## config.mk

```make
export PLATFORM = sky130hd
export DESIGN_NAME = sdram_read_engine
export DESIGN_NICKNAME = d
export VERILOG_FILES = /design/src/shared/sdram_pkg.sv /design/src/logic/elem_buffer.sv /design/src/logic/sdram_read_engine.sv
export SDC_FILE = /design/constraint.sdc
export NUM_CORES = 1
export LEC_CHECK = 0
export BUFFER_PORTS_ARGS = -buffer_cell sky130_fd_sc_hd__clkbuf_2
export CORE_AREA = 2 2 131 133
export CTS_BUF_LIST = sky130_fd_sc_hd__clkbuf_8 sky130_fd_sc_hd__clkbuf_16
export DETAILED_ROUTE_END_ITERATION = 16
export DIE_AREA = 0 0 133 135
export GPL_ROUTABILITY_DRIVEN = 0
export PLACE_DENSITY = 0.74
export SYNTH_ARGS = -nofsm -noshare
export SYNTH_HDL_FRONTEND = slang
export SYNTH_SLANG_ARGS = --single-unit
```

## constraint.sdc

```tcl
create_clock -name i_clock -period 2.6 [get_ports i_clock]
set_input_delay 0.52 -clock i_clock [delete_from_list [all_inputs] [get_ports i_clock]]
set_output_delay 0.52 -clock i_clock [all_outputs]
set_load 0.05 [all_outputs]
```

## src/shared/sdram_pkg.sv

```systemverilog
// Shared constants and carriers for the DRAM command and read-data engine.
// Assumes a four-bank part with commands taken on rising edges of the memory clock.
package sdram_pkg;

   localparam int unsigned BANKS          = 4;
   localparam int unsigned BANK_W         = 2;
   localparam int unsigned ROW_W          = 14;
   localparam int unsigned COL_W          = 10;
   localparam int unsigned DQ_W           = 8;
   localparam int unsigned AUTOPRE_BIT    = 10;

   // Command codes, {cs_n, ras_n, cas_n, we_n}
   localparam logic [3:0] CMD_LOAD_MODE   = 4'h0;
   localparam logic [3:0] CMD_REFRESH     = 4'h1;
   localparam logic [3:0] CMD_PRECHARGE   = 4'h2;
   localparam logic [3:0] CMD_ACTIVATE    = 4'h3;
   localparam logic [3:0] CMD_WRITE       = 4'h4;
   localparam logic [3:0] CMD_READ        = 4'h5;
   localparam logic [3:0] CMD_BURST_STOP  = 4'h6;
   localparam logic [3:0] CMD_NOP         = 4'h7;

   // Read latency in half clock periods: 4 = two cycles, 5 = two and a half
   localparam int unsigned MAX_LAT_HALF   = 6;
   localparam logic [2:0]  LAT_HALF_MIN   = 3'h4;
   localparam logic [2:0]  LAT_HALF_RESET = 3'h4;
   localparam logic [3:0]  BURST_RESET    = 4'h4;

   // DLL relock window after self refresh exit, in memory clock cycles
   localparam int unsigned DLL_RELOCK_CYCLES = 200;
   localparam logic [7:0]  DLL_RELOCK_COUNT  = 8'(DLL_RELOCK_CYCLES);

   typedef struct packed {
      logic              ck;
      logic              ck_n;
      logic              cke;
      logic [3:0]        code;
      logic [BANK_W-1:0] bank;
      logic [ROW_W-1:0]  addr;
   } pin_cmd_t;

   typedef struct packed {
      logic              rd;
      logic              stop;
      logic              all;
      logic              apre;
      logic [BANK_W-1:0] bank;
      logic [COL_W-1:0]  col;
   } read_evt_t;

   typedef struct packed {
      logic [DQ_W-1:0]   data;
      logic              strobe;
   } elem_t;

   typedef enum logic {
      mode_normal,
      mode_self_refresh
   } mode_t;

endpackage : sdram_pkg

```

## src/logic/elem_buffer.sv

```systemverilog
// Small valid/ready buffer between the burst generator and the pin stage.
// Assumes both sides run on the same clock; depth and width are structural.
`timescale 1ns/100ps

module elem_buffer #(
   parameter int unsigned WIDTH = 9,
   parameter int unsigned DEPTH = 2
) (
   input  wire logic             i_clock,
   input  wire logic             i_resetn,
   input  wire logic             i_in_valid,
   output logic                  o_in_ready,
   input  wire logic [WIDTH-1:0] i_in_data,
   output logic                  o_out_valid,
   input  wire logic             i_out_ready,
   output logic [WIDTH-1:0]      o_out_data
);

   localparam int unsigned PW = (DEPTH > 1) ? $clog2(DEPTH) : 1;
   localparam int unsigned CW = $clog2(DEPTH + 1);

   if (DEPTH < 2 || WIDTH < 1) begin : g_bad_shape
      $error("elem_buffer: DEPTH must be at least 2 and WIDTH at least 1");
   end

   logic [WIDTH-1:0] mem_r [DEPTH];
   logic [PW-1:0]    wr_ptr_r;
   logic [PW-1:0]    rd_ptr_r;
   logic [CW-1:0]    count_r;

   wire push = i_in_valid & o_in_ready;
   wire pop  = o_out_valid & i_out_ready;

   assign o_in_ready  = (count_r != CW'(DEPTH));
   assign o_out_valid = (count_r != '0);
   assign o_out_data  = mem_r[rd_ptr_r];

   wire [PW-1:0] wr_ptr_nxt = (wr_ptr_r == PW'(DEPTH - 1)) ? '0 : wr_ptr_r + PW'(1);
   wire [PW-1:0] rd_ptr_nxt = (rd_ptr_r == PW'(DEPTH - 1)) ? '0 : rd_ptr_r + PW'(1);

   ////////////////////////////////////////////////////////////////////////////////
   always_ff @(posedge i_clock or negedge i_resetn) begin
      if (!i_resetn) begin
         wr_ptr_r <= '0;
         rd_ptr_r <= '0;
         count_r  <= '0;
      end else begin
         if (push) begin
            wr_ptr_r <= wr_ptr_nxt;
         end
         if (pop) begin
            rd_ptr_r <= rd_ptr_nxt;
         end
         if (push && !pop) begin
            count_r <= count_r + CW'(1);
         end else if (pop && !push) begin
            count_r <= count_r - CW'(1);
         end
      end
   end

   // Storage needs no reset; count guards every read
   always_ff @(posedge i_clock) begin
      if (push) begin
         mem_r[wr_ptr_r] <= i_in_data;
      end
   end

endmodule : elem_buffer

```

## src/logic/sdram_read_engine.sv

```systemverilog
// Device-side command decode, self refresh, row tracking and read data engine.
// Assumes the memory clock pins are far slower than i_clock and are sampled here.
`timescale 1ns/100ps

module sdram_read_engine
   import sdram_pkg::*;
#(
   parameter int unsigned BUF_DEPTH = 2
) (
   input  wire logic              i_clock,
   input  wire logic              i_resetn,
   input  wire logic              i_mem_clock,
   input  wire logic              i_clock_complement,
   input  wire logic              i_cke,
   input  wire logic              i_cs_n,
   input  wire logic              i_ras_n,
   input  wire logic              i_cas_n,
   input  wire logic              i_we_n,
   input  wire logic [BANK_W-1:0] i_bank,
   input  wire logic [ROW_W-1:0]  i_addr,
   input  wire logic [2:0]        i_read_latency_half,
   input  wire logic [3:0]        i_burst_len,
   output logic [DQ_W-1:0]        o_dq,
   output logic                   o_dq_oe,
   output logic                   o_dqs,
   output logic                   o_dqs_oe,
   output logic                   o_self_refresh,
   output logic                   o_dll_locked,
   output logic [BANKS-1:0]       o_bank_open
);

   if (BUF_DEPTH < 2) begin : g_bad_depth
      $error("sdram_read_engine: BUF_DEPTH must be at least 2");
   end

   ////////////////////////////////////////////////////////////////////////////////
   // Pin synchronisers; clock pins travel with the command so edges line up
   pin_cmd_t pin_raw;
   pin_cmd_t meta_r;
   pin_cmd_t pin_r;
   logic     diff_d_r;

   assign pin_raw = '{ck: i_mem_clock, ck_n: i_clock_complement, cke: i_cke,
                      code: {i_cs_n, i_ras_n, i_cas_n, i_we_n}, bank: i_bank, addr: i_addr};

   always_ff @(posedge i_clock or negedge i_resetn) begin
      if (!i_resetn) begin
         meta_r   <= '0;
         pin_r    <= '0;
         diff_d_r <= 1'b0;
      end else begin
         meta_r   <= pin_raw;
         pin_r    <= meta_r;
         diff_d_r <= pin_r.ck & ~pin_r.ck_n;
      end
   end

   wire diff_hi   = pin_r.ck & ~pin_r.ck_n;
   wire rise      = diff_hi & ~diff_d_r;
   wire fall      = ~diff_hi & diff_d_r;
   wire half_edge = rise | fall;

   ////////////////////////////////////////////////////////////////////////////////
   // Command decode
   mode_t            mode_r;
   logic [BANKS-1:0] open_r;
   logic [ROW_W-1:0] row_r [BANKS];
   logic [7:0]       dll_cnt_r;

   wire normal   = (mode_r == mode_normal);
   wire cmd_take = rise & normal & pin_r.cke;
   wire is_act   = cmd_take & (pin_r.code == CMD_ACTIVATE);
   wire is_read  = cmd_take & (pin_r.code == CMD_READ) & open_r[pin_r.bank];
   wire is_stop  = cmd_take & (pin_r.code == CMD_BURST_STOP);
   wire is_pre   = cmd_take & (pin_r.code == CMD_PRECHARGE);
   wire sr_enter = rise & normal & ~pin_r.cke & (pin_r.code == CMD_REFRESH);
   wire sr_exit  = ~normal & pin_r.cke;
   wire pre_all  = pin_r.addr[AUTOPRE_BIT];

   read_evt_t cap_evt;
   // Burst stop names no bank, so it ends whichever read is running
   assign cap_evt = '{rd: is_read, stop: is_stop | is_pre, all: is_stop | (is_pre & pre_all),
                      apre: pin_r.addr[AUTOPRE_BIT], bank: pin_r.bank,
                      col: pin_r.addr[COL_W-1:0]};

   ////////////////////////////////////////////////////////////////////////////////
   // Self refresh and DLL relock
   always_ff @(posedge i_clock or negedge i_resetn) begin
      if (!i_resetn) begin
         mode_r    <= mode_normal;
         dll_cnt_r <= DLL_RELOCK_COUNT;
      end else if (sr_enter) begin
         mode_r    <= mode_self_refresh;
         dll_cnt_r <= '0;
      end else if (sr_exit) begin
         mode_r    <= mode_normal;
      end else if (normal && rise && dll_cnt_r != DLL_RELOCK_COUNT) begin
         dll_cnt_r <= dll_cnt_r + 8'h01;
      end
   end

   always_ff @(posedge i_clock or negedge i_resetn) begin
      if (!i_resetn) begin
         o_self_refresh <= 1'b0;
         o_dll_locked   <= 1'b1;
         o_bank_open    <= '0;
      end else begin
         o_self_refresh <= ~normal;
         o_dll_locked   <= normal & (dll_cnt_r == DLL_RELOCK_COUNT);
         o_bank_open    <= open_r;
      end
   end

   ////////////////////////////////////////////////////////////////////////////////
   // Latency line, one slot per half clock; taps pick the latency
   read_evt_t line_r [MAX_LAT_HALF];

   wire       lat_ok   = (i_read_latency_half >= LAT_HALF_MIN) &&
                         (i_read_latency_half <= 3'(MAX_LAT_HALF));
   wire [2:0] lat      = lat_ok ? i_read_latency_half : LAT_HALF_RESET;
   wire [2:0] prod_sel = lat - 3'h2;
   wire [2:0] pre_sel  = lat - 3'h3;
   read_evt_t tap_prod;
   read_evt_t tap_pre;
   assign tap_prod = line_r[prod_sel];
   assign tap_pre  = line_r[pre_sel];

   always_ff @(posedge i_clock or negedge i_resetn) begin
      if (!i_resetn) begin
         for (int j = 0; j < MAX_LAT_HALF; j++) begin
            line_r[j] <= '0;
         end
      end else if (half_edge) begin
         line_r[0] <= rise ? cap_evt : '0;
         for (int j = 1; j < MAX_LAT_HALF; j++) begin
            line_r[j] <= line_r[j-1];
         end
      end
   end

   ////////////////////////////////////////////////////////////////////////////////
   // Burst generator, one element ahead of the pins
   logic              prod_active_r;
   logic [BANK_W-1:0] prod_bank_r;
   logic [COL_W-1:0]  prod_col_r;
   logic [3:0]        prod_left_r;
   logic              prod_apre_r;
   logic              prod_idx_r;
   logic              buf_in_ready;
   logic              buf_out_valid;
   elem_t             buf_out;
   elem_t             push_elem;

   wire       bl_ok    = (i_burst_len == 4'h2) || (i_burst_len == 4'h4) || (i_burst_len == 4'h8);
   wire [3:0] bl       = bl_ok ? i_burst_len : BURST_RESET;
   wire [COL_W-1:0] bl_mask = COL_W'(bl - 4'h1);
   wire       stop_hit = tap_prod.stop & (tap_prod.all | (tap_prod.bank == prod_bank_r));

   // A new read at the tap always wins: concatenation and interruption alike
   wire              load     = tap_prod.rd;
   wire [BANK_W-1:0] cur_bank = load ? tap_prod.bank : prod_bank_r;
   wire [COL_W-1:0]  cur_col  = load ? tap_prod.col  : prod_col_r;
   wire [3:0]        cur_left = load ? bl : prod_left_r;
   wire              cur_apre = load ? tap_prod.apre : prod_apre_r;
   wire              cur_idx  = load ? 1'b0 : prod_idx_r;
   wire [COL_W-1:0]  col_inc  = cur_col + COL_W'(1);
   wire [COL_W-1:0]  col_nxt  = (cur_col & ~bl_mask) | (col_inc & bl_mask);

   wire push_valid = half_edge & (load | (prod_active_r & ~stop_hit));
   wire advance    = push_valid & buf_in_ready;
   wire last_elem  = (cur_left == 4'h1);
   wire apre_close = advance & last_elem & cur_apre;

   // Stand-in array content: open row mixed with column
   assign push_elem = '{data: row_r[cur_bank][DQ_W-1:0] ^ cur_col[DQ_W-1:0],
                        strobe: ~cur_idx};

   always_ff @(posedge i_clock or negedge i_resetn) begin
      if (!i_resetn) begin
         prod_active_r <= 1'b0;
         prod_bank_r   <= '0;
         prod_col_r    <= '0;
         prod_left_r   <= '0;
         prod_apre_r   <= 1'b0;
         prod_idx_r    <= 1'b0;
      end else if (advance) begin
         prod_active_r <= ~last_elem;
         prod_bank_r   <= cur_bank;
         prod_col_r    <= col_nxt;
         prod_left_r   <= cur_left - 4'h1;
         prod_apre_r   <= cur_apre;
         prod_idx_r    <= ~cur_idx;
      end else if (half_edge && stop_hit && !load) begin
         prod_active_r <= 1'b0;
      end
   end

   ////////////////////////////////////////////////////////////////////////////////
   // Bank rows
   always_ff @(posedge i_clock or negedge i_resetn) begin
      if (!i_resetn) begin
         open_r <= '0;
         for (int b = 0; b < BANKS; b++) begin
            row_r[b] <= '0;
         end
      end else begin
         if (apre_close) begin
            open_r[prod_bank_r] <= 1'b0;
         end
         if (is_pre && pre_all) begin
            open_r <= '0;
         end else if (is_pre) begin
            open_r[pin_r.bank] <= 1'b0;
         end
         if (is_act) begin
            open_r[pin_r.bank] <= 1'b1;
            row_r[pin_r.bank]  <= pin_r.addr;
         end
      end
   end

   elem_buffer #(
      .WIDTH ($bits(elem_t)),
      .DEPTH (BUF_DEPTH)
   ) u_buffer (
      .i_clock     (i_clock),
      .i_resetn    (i_resetn),
      .i_in_valid  (push_valid),
      .o_in_ready  (buf_in_ready),
      .i_in_data   (push_elem),
      .o_out_valid (buf_out_valid),
      .i_out_ready (half_edge),
      .o_out_data  (buf_out)
   );

   ////////////////////////////////////////////////////////////////////////////////
   // Pin stage: one element per clock crossing
   wire preamble = tap_pre.rd | tap_prod.rd;

   always_ff @(posedge i_clock or negedge i_resetn) begin
      if (!i_resetn) begin
         o_dq     <= '0;
         o_dq_oe  <= 1'b0;
         o_dqs    <= 1'b0;
         o_dqs_oe <= 1'b0;
      end else if (half_edge) begin
         if (buf_out_valid) begin
            o_dq     <= buf_out.data;
            o_dq_oe  <= 1'b1;
            o_dqs    <= buf_out.strobe;
            o_dqs_oe <= 1'b1;
         end else if (preamble) begin
            o_dq_oe  <= 1'b0;
            o_dqs    <= 1'b0;
            o_dqs_oe <= 1'b1;
         end else begin
            o_dq_oe  <= 1'b0;
            o_dqs    <= 1'b0;
            o_dqs_oe <= 1'b0;
         end
      end
   end

endmodule : sdram_read_engine

```

==> impl_metrics.py, run 1 <==
metrics = {
    "clocking": {
        "clkTransAtPathRegs_ns": 0.06,
        "tritoncts_num_sinks": 209,
        "number_of_buffers_created_by_cts": 22,
        "postCtsHoldBufs": 0,
        "tritoncts": "done",
        "cts.path.max_buffers": 3,
        "clock_insertion_delay_worst_skew_ns": 0.49,
        "cts_max_level": 1,
        "cts_root_buf": "sky130_fd_sc_hd__clkbuf_16",
    },
    "run": {
        "drv.max_cap_violation_count": 0,
    },
    "logic_synthesis": {
        "synth_flop_type": "sky130_fd_sc_hd__dfrtp_1",
        "post_synth.cell_area_avg_um2": 13.04,
        "asyncSetResetFlopFracSynth_pct": 91.39,
        "synth_enable_flop_cells": 18,
        "synth-warning-count": 0,
        "synth_xor_xnor_area_share_pct": 2.649,
        "synth_adder_area_share_pct": 1.268,
        "post_synth_mux_area_share_pct": 18.26,
        "synth_top_family_by_area": "multiplexers",
        "synth.cell_area_mm2": 0.008880,
        "syn-instance-count": 681,
        "synth-compound-area-share_pct": 7.186,
        "synth_cell_types": 63,
        "synth_simple_gate_area_share_pct": 7.538,
        "synth_fp_nets": 722,
        "number_of_flip_flops_and_latches_in_the_synthesized_netlist": 209,
        "synth_sequential_area_ratio_pct": 59.97,
    },
    "critical_path": {
        "reg2reg_setup_slack_ns": 0.14,
        "worst_r2r_startpoint": "line_r[47]$_DFFE_PN0P_",
        "cp.required_ns": 2.97,
        "critical_path_class": "reg -> reg",
        "crit_top_cell": "sky130_fd_sc_hd__a21oi_1",
        "startpoint_type": "register",
        "cpMaxStageDelayCell": "sky130_fd_sc_hd__dfrtp_1",
        "worst-r2r-cell-count": 9,
        "cp_slowest_stage_delay_ns": 0.41,
        "rr_endpoint": "open_r[2]$_DFF_PN0_",
        "crit_path_start": "line_r[47]$_DFFE_PN0P_",
        "cp_max_fo": 4,
        "worstSetupEndpointType": "register",
        "timing.critical_path.cells": "nand3b_1 > a21oi_1 > buf_4 > o21ai_0 > a21boi_0 > ha_1 > and3_1 > nor4b_1 > a21oi_1",
        "cp.arrival_ns": 2.82,
    },
    "power": {
        "power_density_mw_per_mm2": 891.7,
        "pleak_nw": 4.992,
        "maximum_resistive_drop_on_vdd_v": 0.0006645,
    },
    "placed_design": {
        "hpwlAfterDp_um": 11670,
        "placement.io_buffers": 43,
        "dp_cells": 969,
        "dpl_cell_area_mm2": 0.009759,
    },
    "global_route": {
        "grt_first_pass_wirelength_um": 29040,
        "grt_max_degree": 64,
        "grt_antenna_before_repair": 0,
        "grt_overflow_total": 0,
        "grt_usage_pct": 20.02,
        "first_global_vias": 5792,
    },
    "route": {
        "dr.pass1.iters": 4,
        "wire_per_inst_um": 16.95,
        "drt-vias-per-instance": 5.493,
        "drt-initial-drc-count": 382,
        "detail_route.drc_violations": 0,
        "vias": 5531,
        "antenna_violating_nets_post_route": 0,
        "postRouteWirelength_um": 17070,
    },
    "hold_path": {
        "hp-class": "in -> async",
    },
    "layout": {
        "area_delta_synth_final_pct": 18.15,
        "fin_area_mm2": 0.01049,
        "finish.cell_count_without_fillers": 1007,
        "final_cell_mix": "187 x sky130_fd_sc_hd__dfrtp_1, 101 x sky130_fd_sc_hd__mux2_2, 55 x sky130_fd_sc_hd__buf_4",
        "layout-drive-gt1-share_pct": 34.31,
        "antenna-diode-count": 0,
        "final_util_pct": 63.94,
        "num-nets-final": 814,
        "final_common_cell": "sky130_fd_sc_hd__dfrtp_1",
    },
    "sta": {
        "layout_worst_path_cycle_share_pct": 94.56,
        "worst_clock_skew_ns": 0.01092,
        "final-max-slew-violation-count": 0,
        "relSlewSlack_pct": 63.75,
        "finalSetupViolations": 0,
        "maxClockFrequency_mhz": 406.7,
        "final_hold_viol_count": 0,
        "worst_pin_slew_ns": 0.5438,
        "unrepaired_setup_endpoints_after_global_routing": "false",
        "fin_crit_ns": 2.459,
    },
    "die": {
        "die_h_um": 135,
        "die_x_um": 133,
        "std_cell_rows": 47,
        "die-area_mm2": 0.01796,
        "boundaryPins": 49,
        "fp.coreArea_mm2": 0.01641,
        "initial_core_util_pct": 54.12,
    },
    "run_status": {
        "outcome": "complete, no violations",
    },
}
stage by stage:
stage	TNS [ns]	setup WS, ns	power (W)	hold slack (ns)
finish	0	0.1413	0.009355	0.001991
global route	0	0.01294	0.009815	0.04990
CTS	0	0.1388	0.009417	0.02641
detailed placement	-3.682	-0.1607	0.006361	0.3347
global placement	-2.158	-0.1185	0.006248	0.3311
floorplan	-0.02167	-0.02167	0.005704	0.2244
logic make-up after synthesis:
logic type,count (synthesis)
other cells,1
simple gates,135
xor+xnor,26
mux,146
compound gates,98
flops,209
buf+inv,57
fa+ha+maj,9
layout make-up:
class | count | area [µm²]
clock inverters | 13 | 110.1
repair buffers | 103 | 737.0
fillers | 1188 | 5916
flip-flops and latches | 209 | 5325
multi-input cells | 415 | 3358
inverters | 22 | 82.58
clock buffers | 25 | 603.1
well taps | 220 | 275.3
worst max path at each step:
stage | end | slack (ns) | depth (start not counted)
finish | open_r[2]$_DFF_PN0_ | 0.14 | 9
global route | open_r[2]$_DFF_PN0_ | 0.01 | 9
CTS | row_r[19]$_DFFE_PN0P_ | 0.14 | 9
detailed placement | prod_col_r[1]$_DFFE_PN0P_ | -0.16 | 10
global placement | prod_col_r[1]$_DFFE_PN0P_ | -0.12 | 10
floorplan | u_buffer.count_r[1]$_DFFE_PN0P_ | -0.02 | 13
critical path, delay by kind of cell (launching register included):
family / cells / cell delay (ns)
AO/OA/AOI/OAI: 4 / 0.91
AND/OR/NAND/NOR: 3 / 0.63
flip-flops: 1 / 0.41
adder cells (fa/ha/maj): 1 / 0.23
buffers and inverters: 1 / 0.15
power breakdown:
group	switching (W)	internal, W
sequential	0.000371	0.00381
combinational	0.00122	0.000927
clock	0.00125	0.00177
total	0.00285	0.00651
layer usage:
metal,GRT usage (%),share of wire [%],vias to the layer above
li1,-,-,2617
met1,27.05,45,2787
met2,34.48,50,106
met3,2.778,3.1,21
met4,5.197,1.5,0
met5,0,0,-
repair_timing:
action,in CTS,in global routing
buffers inserted,0,0
endpoints found under the setup margin,24,42
hold endpoints to repair,0,0
resized for setup,2,3
pin swaps,0,0
registers in the layout, summed over array words and instances, names as in the netlist, 4 cells and up:
signal and cells:
cap_evt 11, dll_cnt_r 8, line_r 71, meta_r 18
o_bank_open 4, o_dq 8, open_r 4, pin_r 7
prod_col_r 8, prod_left_r 4, row_r 32, u_buffer.mem_r 18
cells in the mapped netlist, types with 7 or more instances:
cell type | n | area, µm²
sky130_fd_sc_hd__a21oi_1 | 17 | 85.08
sky130_fd_sc_hd__nor2b_1 | 7 | 43.79
sky130_fd_sc_hd__dfrtp_1 | 187 | 4679
sky130_fd_sc_hd__xor2_1 | 13 | 113.9
sky130_fd_sc_hd__nor2_1 | 22 | 82.58
sky130_fd_sc_hd__o22ai_1 | 13 | 81.33
sky130_fd_sc_hd__ha_1 | 9 | 112.6
sky130_fd_sc_hd__inv_1 | 21 | 78.83
sky130_fd_sc_hd__o21ai_0 | 28 | 140.1
sky130_fd_sc_hd__edfxtp_1 | 18 | 540.5
sky130_fd_sc_hd__xnor2_1 | 12 | 105.1
sky130_fd_sc_hd__nor3_1 | 8 | 40.04
sky130_fd_sc_hd__mux2i_1 | 41 | 410.4
sky130_fd_sc_hd__clkbuf_1 | 22 | 82.58
sky130_fd_sc_hd__nand2_1 | 52 | 195.2
sky130_fd_sc_hd__buf_6 | 7 | 78.83
sky130_fd_sc_hd__mux2_2 | 101 | 1137
No activity file was read; power rests on OpenSTA's default activity.
==> run 2, diff against run 1 <==
--- a/config.mk
+++ b/config.mk
@@ -6,12 +6,12 @@
 export NUM_CORES = 1
 export LEC_CHECK = 0
 export BUFFER_PORTS_ARGS = -buffer_cell sky130_fd_sc_hd__clkbuf_2
-export CORE_AREA = 2 2 131 133
+export CORE_AREA = 2 2 125 139
 export CTS_BUF_LIST = sky130_fd_sc_hd__clkbuf_8 sky130_fd_sc_hd__clkbuf_16
 export DETAILED_ROUTE_END_ITERATION = 16
-export DIE_AREA = 0 0 133 135
+export DIE_AREA = 0 0 127 141
 export GPL_ROUTABILITY_DRIVEN = 0
-export PLACE_DENSITY = 0.74
+export PLACE_DENSITY = 0.75
 export SYNTH_ARGS = -nofsm -noshare
 export SYNTH_HDL_FRONTEND = slang
 export SYNTH_SLANG_ARGS = --single-unit
==> run 2 against run 1 <==
Sequential share of layout area increased by 0.25 points. Final area down 0.49%. Critical path type unchanged. Highest routed layer unchanged. First-iteration DRC count shrank 26%.
==> impl_metrics.py, run 2 (synthesized netlist as in run 1, its figures left out) <==
metrics = {
    "sta": {
        "final.setup.tns_ns": 0,
        "fin_crit_ns": 2.410,
        "maxClockFrequency_mhz": 414.9,
        "finalSetupViolations": 0,
        "relSlewSlack_pct": 51.45,
        "unrepaired_setup_endpoints_after_global_routing": "false",
        "layout_worst_path_cycle_share_pct": 92.71,
        "final-max-slew-violation-count": 0,
        "final_hold_viol_count": 0,
        "worst_clock_skew_ns": 0.01447,
        "worst_pin_slew_ns": 0.7282,
        "hold_slack_ns": 0.03412,
    },
    "critical_path": {
        "startpoint_type": "register",
        "critical_path_class": "reg -> reg",
        "cp.required_ns": 2.97,
        "cp.arrival_ns": 2.78,
        "cp_max_fo": 11,
        "worstSetupEndpointType": "register",
    },
    "route": {
        "dr.pass1.iters": 4,
        "antenna_violating_nets_post_route": 0,
        "postRouteWirelength_um": 17080,
        "drt-initial-drc-count": 284,
        "wire_per_inst_um": 17.13,
        "route.met3.wl_um": 602,
        "drt-vias-per-instance": 5.487,
        "detail_route.drc_violations": 0,
        "maxUsedRoutingLayer": "met4",
        "route.layer.met1.wl_um": 7368,
        "vias": 5471,
        "wl_met2_um": 8758,
    },
    "die": {
        "die-area_mm2": 0.01791,
        "std_cell_rows": 50,
        "die_x_um": 127,
        "die_h_um": 141,
        "initial_core_util_pct": 53.36,
        "boundaryPins": 49,
        "fp.coreArea_mm2": 0.01664,
    },
    "layout": {
        "area_delta_synth_final_pct": 17.57,
        "sequential_cell_area_mm2": 0.005325,
        "layout-drive-gt1-share_pct": 34.09,
        "num-nets-final": 816,
        "multi_input_gate_area_in_the_final_layout_mm2": 0.003347,
        "biggestRegsByFlops": "line_r x71, row_r x32",
        "layout.filler_cells": 1204,
        "final_common_cell": "sky130_fd_sc_hd__dfrtp_1",
        "largest_reg_flops": 71,
        "max_flop_register": "line_r",
        "antenna-diode-count": 0,
        "final_cell_mix": "187 x sky130_fd_sc_hd__dfrtp_1, 101 x sky130_fd_sc_hd__mux2_2, 59 x sky130_fd_sc_hd__buf_4",
    },
    "clocking": {
        "cts.path.max_buffers": 3,
        "tritoncts": "done",
        "cts_root_buf": "sky130_fd_sc_hd__clkbuf_16",
        "clock_insertion_delay_worst_skew_ns": 0.49,
        "clkTransAtPathRegs_ns": 0.06,
        "number_of_buffers_created_by_cts": 21,
        "postCtsHoldBufs": 0,
        "tritoncts_num_sinks": 209,
        "cts_max_level": 1,
        "postCtsSetupRepairBufs": 0,
    },
    "power": {
        "maximum_resistive_drop_on_vdd_v": 0.0007024,
        "pleak_nw": 4.991,
        "power_density_mw_per_mm2": 888.1,
    },
    "global_route": {
        "grt_antenna_before_repair": 0,
        "grt_first_pass_wirelength_um": 28730,
        "grt_usage_pct": 19.85,
        "grt_max_degree": 67,
        "grt_overflow_total": 0,
        "first_global_vias": 5892,
    },
    "run_status": {
        "outcome": "complete, no violations",
    },
    "hold_path": {
        "hp-class": "in -> async",
    },
    "placed_design": {
        "placement.io_buffers": 43,
        "hpwlAfterDp_um": 11790,
    },
    "run": {
        "drv.max_cap_violation_count": 0,
    },
}
[run 2: cell types whose count changed in the layout (fill, tap and decap cells not counted), moves of 2 or more]
cell	previous run	this run
sky130_fd_sc_hd__buf_4	55	59
sky130_fd_sc_hd__clkbuf_16	23	21
sky130_fd_sc_hd__clkbuf_8	3	6
sky130_fd_sc_hd__clkinv_4	2	0
[run 2: worst paths after layout]
| path | start | slack, ns | cells past startpoint | endpoint |
|---|---|---|---|---|
| min reg2reg | meta_r[20]$_DFF_PN0_ | 0.35 | 0 | pin_r[20]$_DFF_PN0_ |
| max reg2reg | pin_r[21]$_DFF_PN0_ | 0.19 | 8 | prod_col_r[6]$_DFFE_PN0P_ |
| min | i_resetn | 0.03 | 1 | line_r[63]$_DFFE_PN0P_ |
| max | pin_r[21]$_DFF_PN0_ | 0.19 | 8 | prod_col_r[6]$_DFFE_PN0P_ |
| min in group i_clock | i_bank[1] | 0.13 | 1 | meta_r[15]$_DFF_PN0_ |
| max in group asynchronous | i_resetn | 1.87 | 2 | dll_cnt_r[3]$_DFFE_PN1P_ |
[run 2: final cells by class]
cell class	instances	area share, %
Sequential cell	209	51.01
Multi-Input combinational cell	415	32.06
Tap cell	208	2.493
Clock inverter	11	0.8030
Inverter	22	0.7910
Clock buffer	26	5.693
Timing Repair Buffer	106	7.155
[run 2: through the flow]
step,area [µm²],instances,setup WS [ns],utilization (%),total power (W)
floorplan,8934,681,-0.02167,-,0.005704
global placement,9754,960,-0.07959,58.62,0.006279
detailed placement,9754,960,-0.1327,58.62,0.006413
CTS,10430,997,0.1130,62.69,0.009349
global route,10440,997,0.06182,62.74,0.009742
finish,10440,997,0.1895,62.74,0.009272
[run 2: per-layer routing]
| metal | vias to the layer above | track usage, % |
|---|---|---|
| met1 | 2745 | 25.06 |
| met2 | 97 | 35.60 |
| met5 | - | 0 |
| met4 | 0 | 5.842 |
| li1 | 2599 | - |
| met3 | 30 | 2.960 |
[run 2: report_power, final]
group | total [W] | internal, W | leakage [nW] | switching [W]
Combinational | 0.00218 | 0.000949 | 2.02 | 0.00123
Clock | 0.00291 | 0.00172 | 0.347 | 0.00120
Sequential | 0.00418 | 0.00381 | 2.62 | 0.000368
[run 2: what timing repair did]
action	CTS	global route
setup endpoints to repair	0	27
gates resized for setup	0	2
endpoints found under the hold margin	0	0
[run 2: critical path, cell delays in order, from the launching register on]
cell and delay [ns]:
sky130_fd_sc_hd__dfrtp_1 0.36, sky130_fd_sc_hd__nor2b_1 0.26, sky130_fd_sc_hd__ha_4 0.28, sky130_fd_sc_hd__a21oi_2 0.14
sky130_fd_sc_hd__nand2_1 0.11, sky130_fd_sc_hd__nor3_2 0.20, sky130_fd_sc_hd__or2_1 0.30, sky130_fd_sc_hd__buf_4 0.28
sky130_fd_sc_hd__mux2_2 0.36
==> run 3, diff against run 2 <==
--- a/config.mk
+++ b/config.mk
@@ -11,7 +11,7 @@
 export DETAILED_ROUTE_END_ITERATION = 16
 export DIE_AREA = 0 0 127 141
 export GPL_ROUTABILITY_DRIVEN = 0
-export PLACE_DENSITY = 0.75
+export PLACE_DENSITY = 0.84
 export SYNTH_ARGS = -nofsm -noshare
 export SYNTH_HDL_FRONTEND = slang
 export SYNTH_SLANG_ARGS = --single-unit
==> run 3 against run 2 <==
Combinational power shrank 2%. Worst setup slack gained 0.019 ns. Register-to-register slack gained 0.02 ns. Highest routed layer unchanged. Largest cell class unchanged. Clock power grew 3%. Via count grew 1.8%. Non-clock buffer count shrank 10. Fmax grew 0.78%. Critical path depth grew 1. Count of clock-buffer cells in the layout shrank 2.
==> impl_metrics.py, run 3 (synthesized netlist as in run 1, its figures left out) <==
metrics = {
    "placed_design": {
        "dp_cells": 949,
        "placement.io_buffers": 43,
        "dpl_cell_area_mm2": 0.009672,
        "hpwlAfterDp_um": 11880,
    },
    "layout": {
        "fin_area_mm2": 0.01040,
        "max_flop_register": "line_r",
        "final_common_cell": "sky130_fd_sc_hd__dfrtp_1",
        "area_delta_synth_final_pct": 17.11,
        "biggestRegsByFlops": "line_r x71, row_r x32",
        "antenna-diode-count": 0,
        "finish.cell_count_without_fillers": 988,
        "final_cell_mix": "187 x sky130_fd_sc_hd__dfrtp_1, 101 x sky130_fd_sc_hd__mux2_2, 51 x sky130_fd_sc_hd__nand2_1",
        "num-nets-final": 806,
        "final_util_pct": 62.49,
        "largest_reg_flops": 71,
        "layout-drive-gt1-share_pct": 32.69,
    },
    "run_status": {
        "outcome": "complete, no violations",
    },
    "clocking": {
        "clkTransAtPathRegs_ns": 0.06,
        "tritoncts_num_sinks": 209,
        "cts.path.max_buffers": 3,
        "cts_max_level": 1,
        "tritoncts": "done",
        "number_of_buffers_created_by_cts": 21,
        "cts_root_buf": "sky130_fd_sc_hd__clkbuf_16",
        "clock_insertion_delay_worst_skew_ns": 0.50,
        "postCtsSetupRepairBufs": 0,
    },
    "hold_path": {
        "min_from": "i_cs_n",
        "hp-class": "in -> reg",
    },
    "sta": {
        "final-max-slew-violation-count": 0,
        "finalSetupViolations": 0,
        "final_hold_viol_count": 0,
        "unrepaired_setup_endpoints_after_global_routing": "false",
        "worst_pin_slew_ns": 0.5132,
        "maxClockFrequency_mhz": 418.1,
        "layout_worst_path_cycle_share_pct": 91.99,
        "hold_slack_ns": 0.1237,
        "relSlewSlack_pct": 65.42,
        "worst_clock_skew_ns": 0.01111,
        "fin_crit_ns": 2.392,
    },
    "global_route": {
        "grt_overflow_total": 0,
        "grt_max_degree": 93,
        "grt_usage_pct": 20.09,
        "grt_first_pass_wirelength_um": 29010,
        "grt_antenna_before_repair": 0,
        "first_global_vias": 5940,
    },
    "route": {
        "antenna_violating_nets_post_route": 0,
        "vias": 5572,
        "drt-vias-per-instance": 5.640,
        "postRouteWirelength_um": 17160,
        "detail_route.drc_violations": 0,
        "drt-initial-drc-count": 355,
        "wire_per_inst_um": 17.37,
        "dr.pass1.iters": 4,
    },
    "critical_path": {
        "worst-r2r-cell-count": 9,
        "worstSetupEndpointType": "register",
        "crit_path_start": "pin_r[21]$_DFF_PN0_",
        "cp.arrival_ns": 2.77,
        "crit_end": "row_r[18]$_DFFE_PN0P_",
        "cp.required_ns": 2.98,
        "rr_endpoint": "row_r[18]$_DFFE_PN0P_",
        "critical_path_class": "reg -> reg",
        "cp_max_fo": 10,
        "reg2reg_setup_slack_ns": 0.21,
        "worst_r2r_startpoint": "pin_r[21]$_DFF_PN0_",
        "startpoint_type": "register",
    },
    "run": {
        "drv.max_cap_violation_count": 0,
    },
    "power": {
        "pleak_nw": 4.967,
        "report.power.total_w": 0.009352,
        "power_density_mw_per_mm2": 899.3,
        "maximum_resistive_drop_on_vdd_v": 0.0005798,
    },
    "die": {
        "die-area_mm2": 0.01791,
        "die_h_um": 141,
        "boundaryPins": 49,
        "std_cell_rows": 50,
        "die_x_um": 127,
        "initial_core_util_pct": 53.36,
        "fp.coreArea_mm2": 0.01664,
    },
}
-- run 3: stage by stage --
step                worst slack, ns  setup TNS [ns]
detailed placement          -0.2170          -2.654
CTS                          0.1261               0
global placement           -0.06146         -0.8482
finish                       0.2083               0
global route                0.02939               0
floorplan                  -0.02167        -0.02167
-- run 3: cell type report --
class / count / area, µm²
well taps: 208 / 260.3
flip-flops and latches: 209 / 5325
repair buffers: 96 / 674.4
inverters: 22 / 82.58
clock buffers: 24 / 566.8
clock inverters: 14 / 137.6
multi-input cells: 415 / 3352
fillers: 1153 / 6242
-- run 3: where the power goes --
group	internal [W]	switching [W]	leakage (nW)
registers	0.00381	0.000382	2.62
clock network	0.00185	0.00117	0.372
logic	0.000914	0.00123	1.98
-- run 3: layer usage --
metal / track usage (%) / vias up / routed length [µm]
met2: 35.09 / 141 / 8876
li1: - / 2587 / -
met1: 24.74 / 2792 / 6933
met5: 0 / - / 0
met3: 3.188 / 52 / 713
met4: 8.965 / 0 / 635
-- run 3: worst min path at each step --
stage | endpoint | slack, ns | cells after the start
after floorplan | cap_evt[0]$_DFF_PN0_ | 0.22 | 0
after global placement | cap_evt[3]$_DFF_PN0_ | 0.33 | 0
after detailed placement | cap_evt[0]$_DFF_PN0_ | 0.34 | 0
after CTS | meta_r[2]$_DFF_PN0_ | 0.11 | 1
after global routing | meta_r[21]$_DFF_PN0_ | 0.11 | 1
final | meta_r[19]$_DFF_PN0_ | 0.12 | 1
-- run 3: worst max-delay path, stage by stage (launching register included) --
cell and delay, ns:
sky130_fd_sc_hd__dfrtp_1 0.36, sky130_fd_sc_hd__nor2b_1 0.21, sky130_fd_sc_hd__ha_4 0.17, sky130_fd_sc_hd__nor2b_1 0.19
sky130_fd_sc_hd__nor3b_2 0.23, sky130_fd_sc_hd__nand2_1 0.11, sky130_fd_sc_hd__nor2_1 0.22, sky130_fd_sc_hd__and2_1 0.16
sky130_fd_sc_hd__buf_4 0.23, sky130_fd_sc_hd__mux2_2 0.37
-- run 3: what timing repair did --
action	in CTS	in global routing
hold buffers	1	0
endpoints found under the hold margin	41	0
resized for setup	0	3
endpoints found under the setup margin	0	34
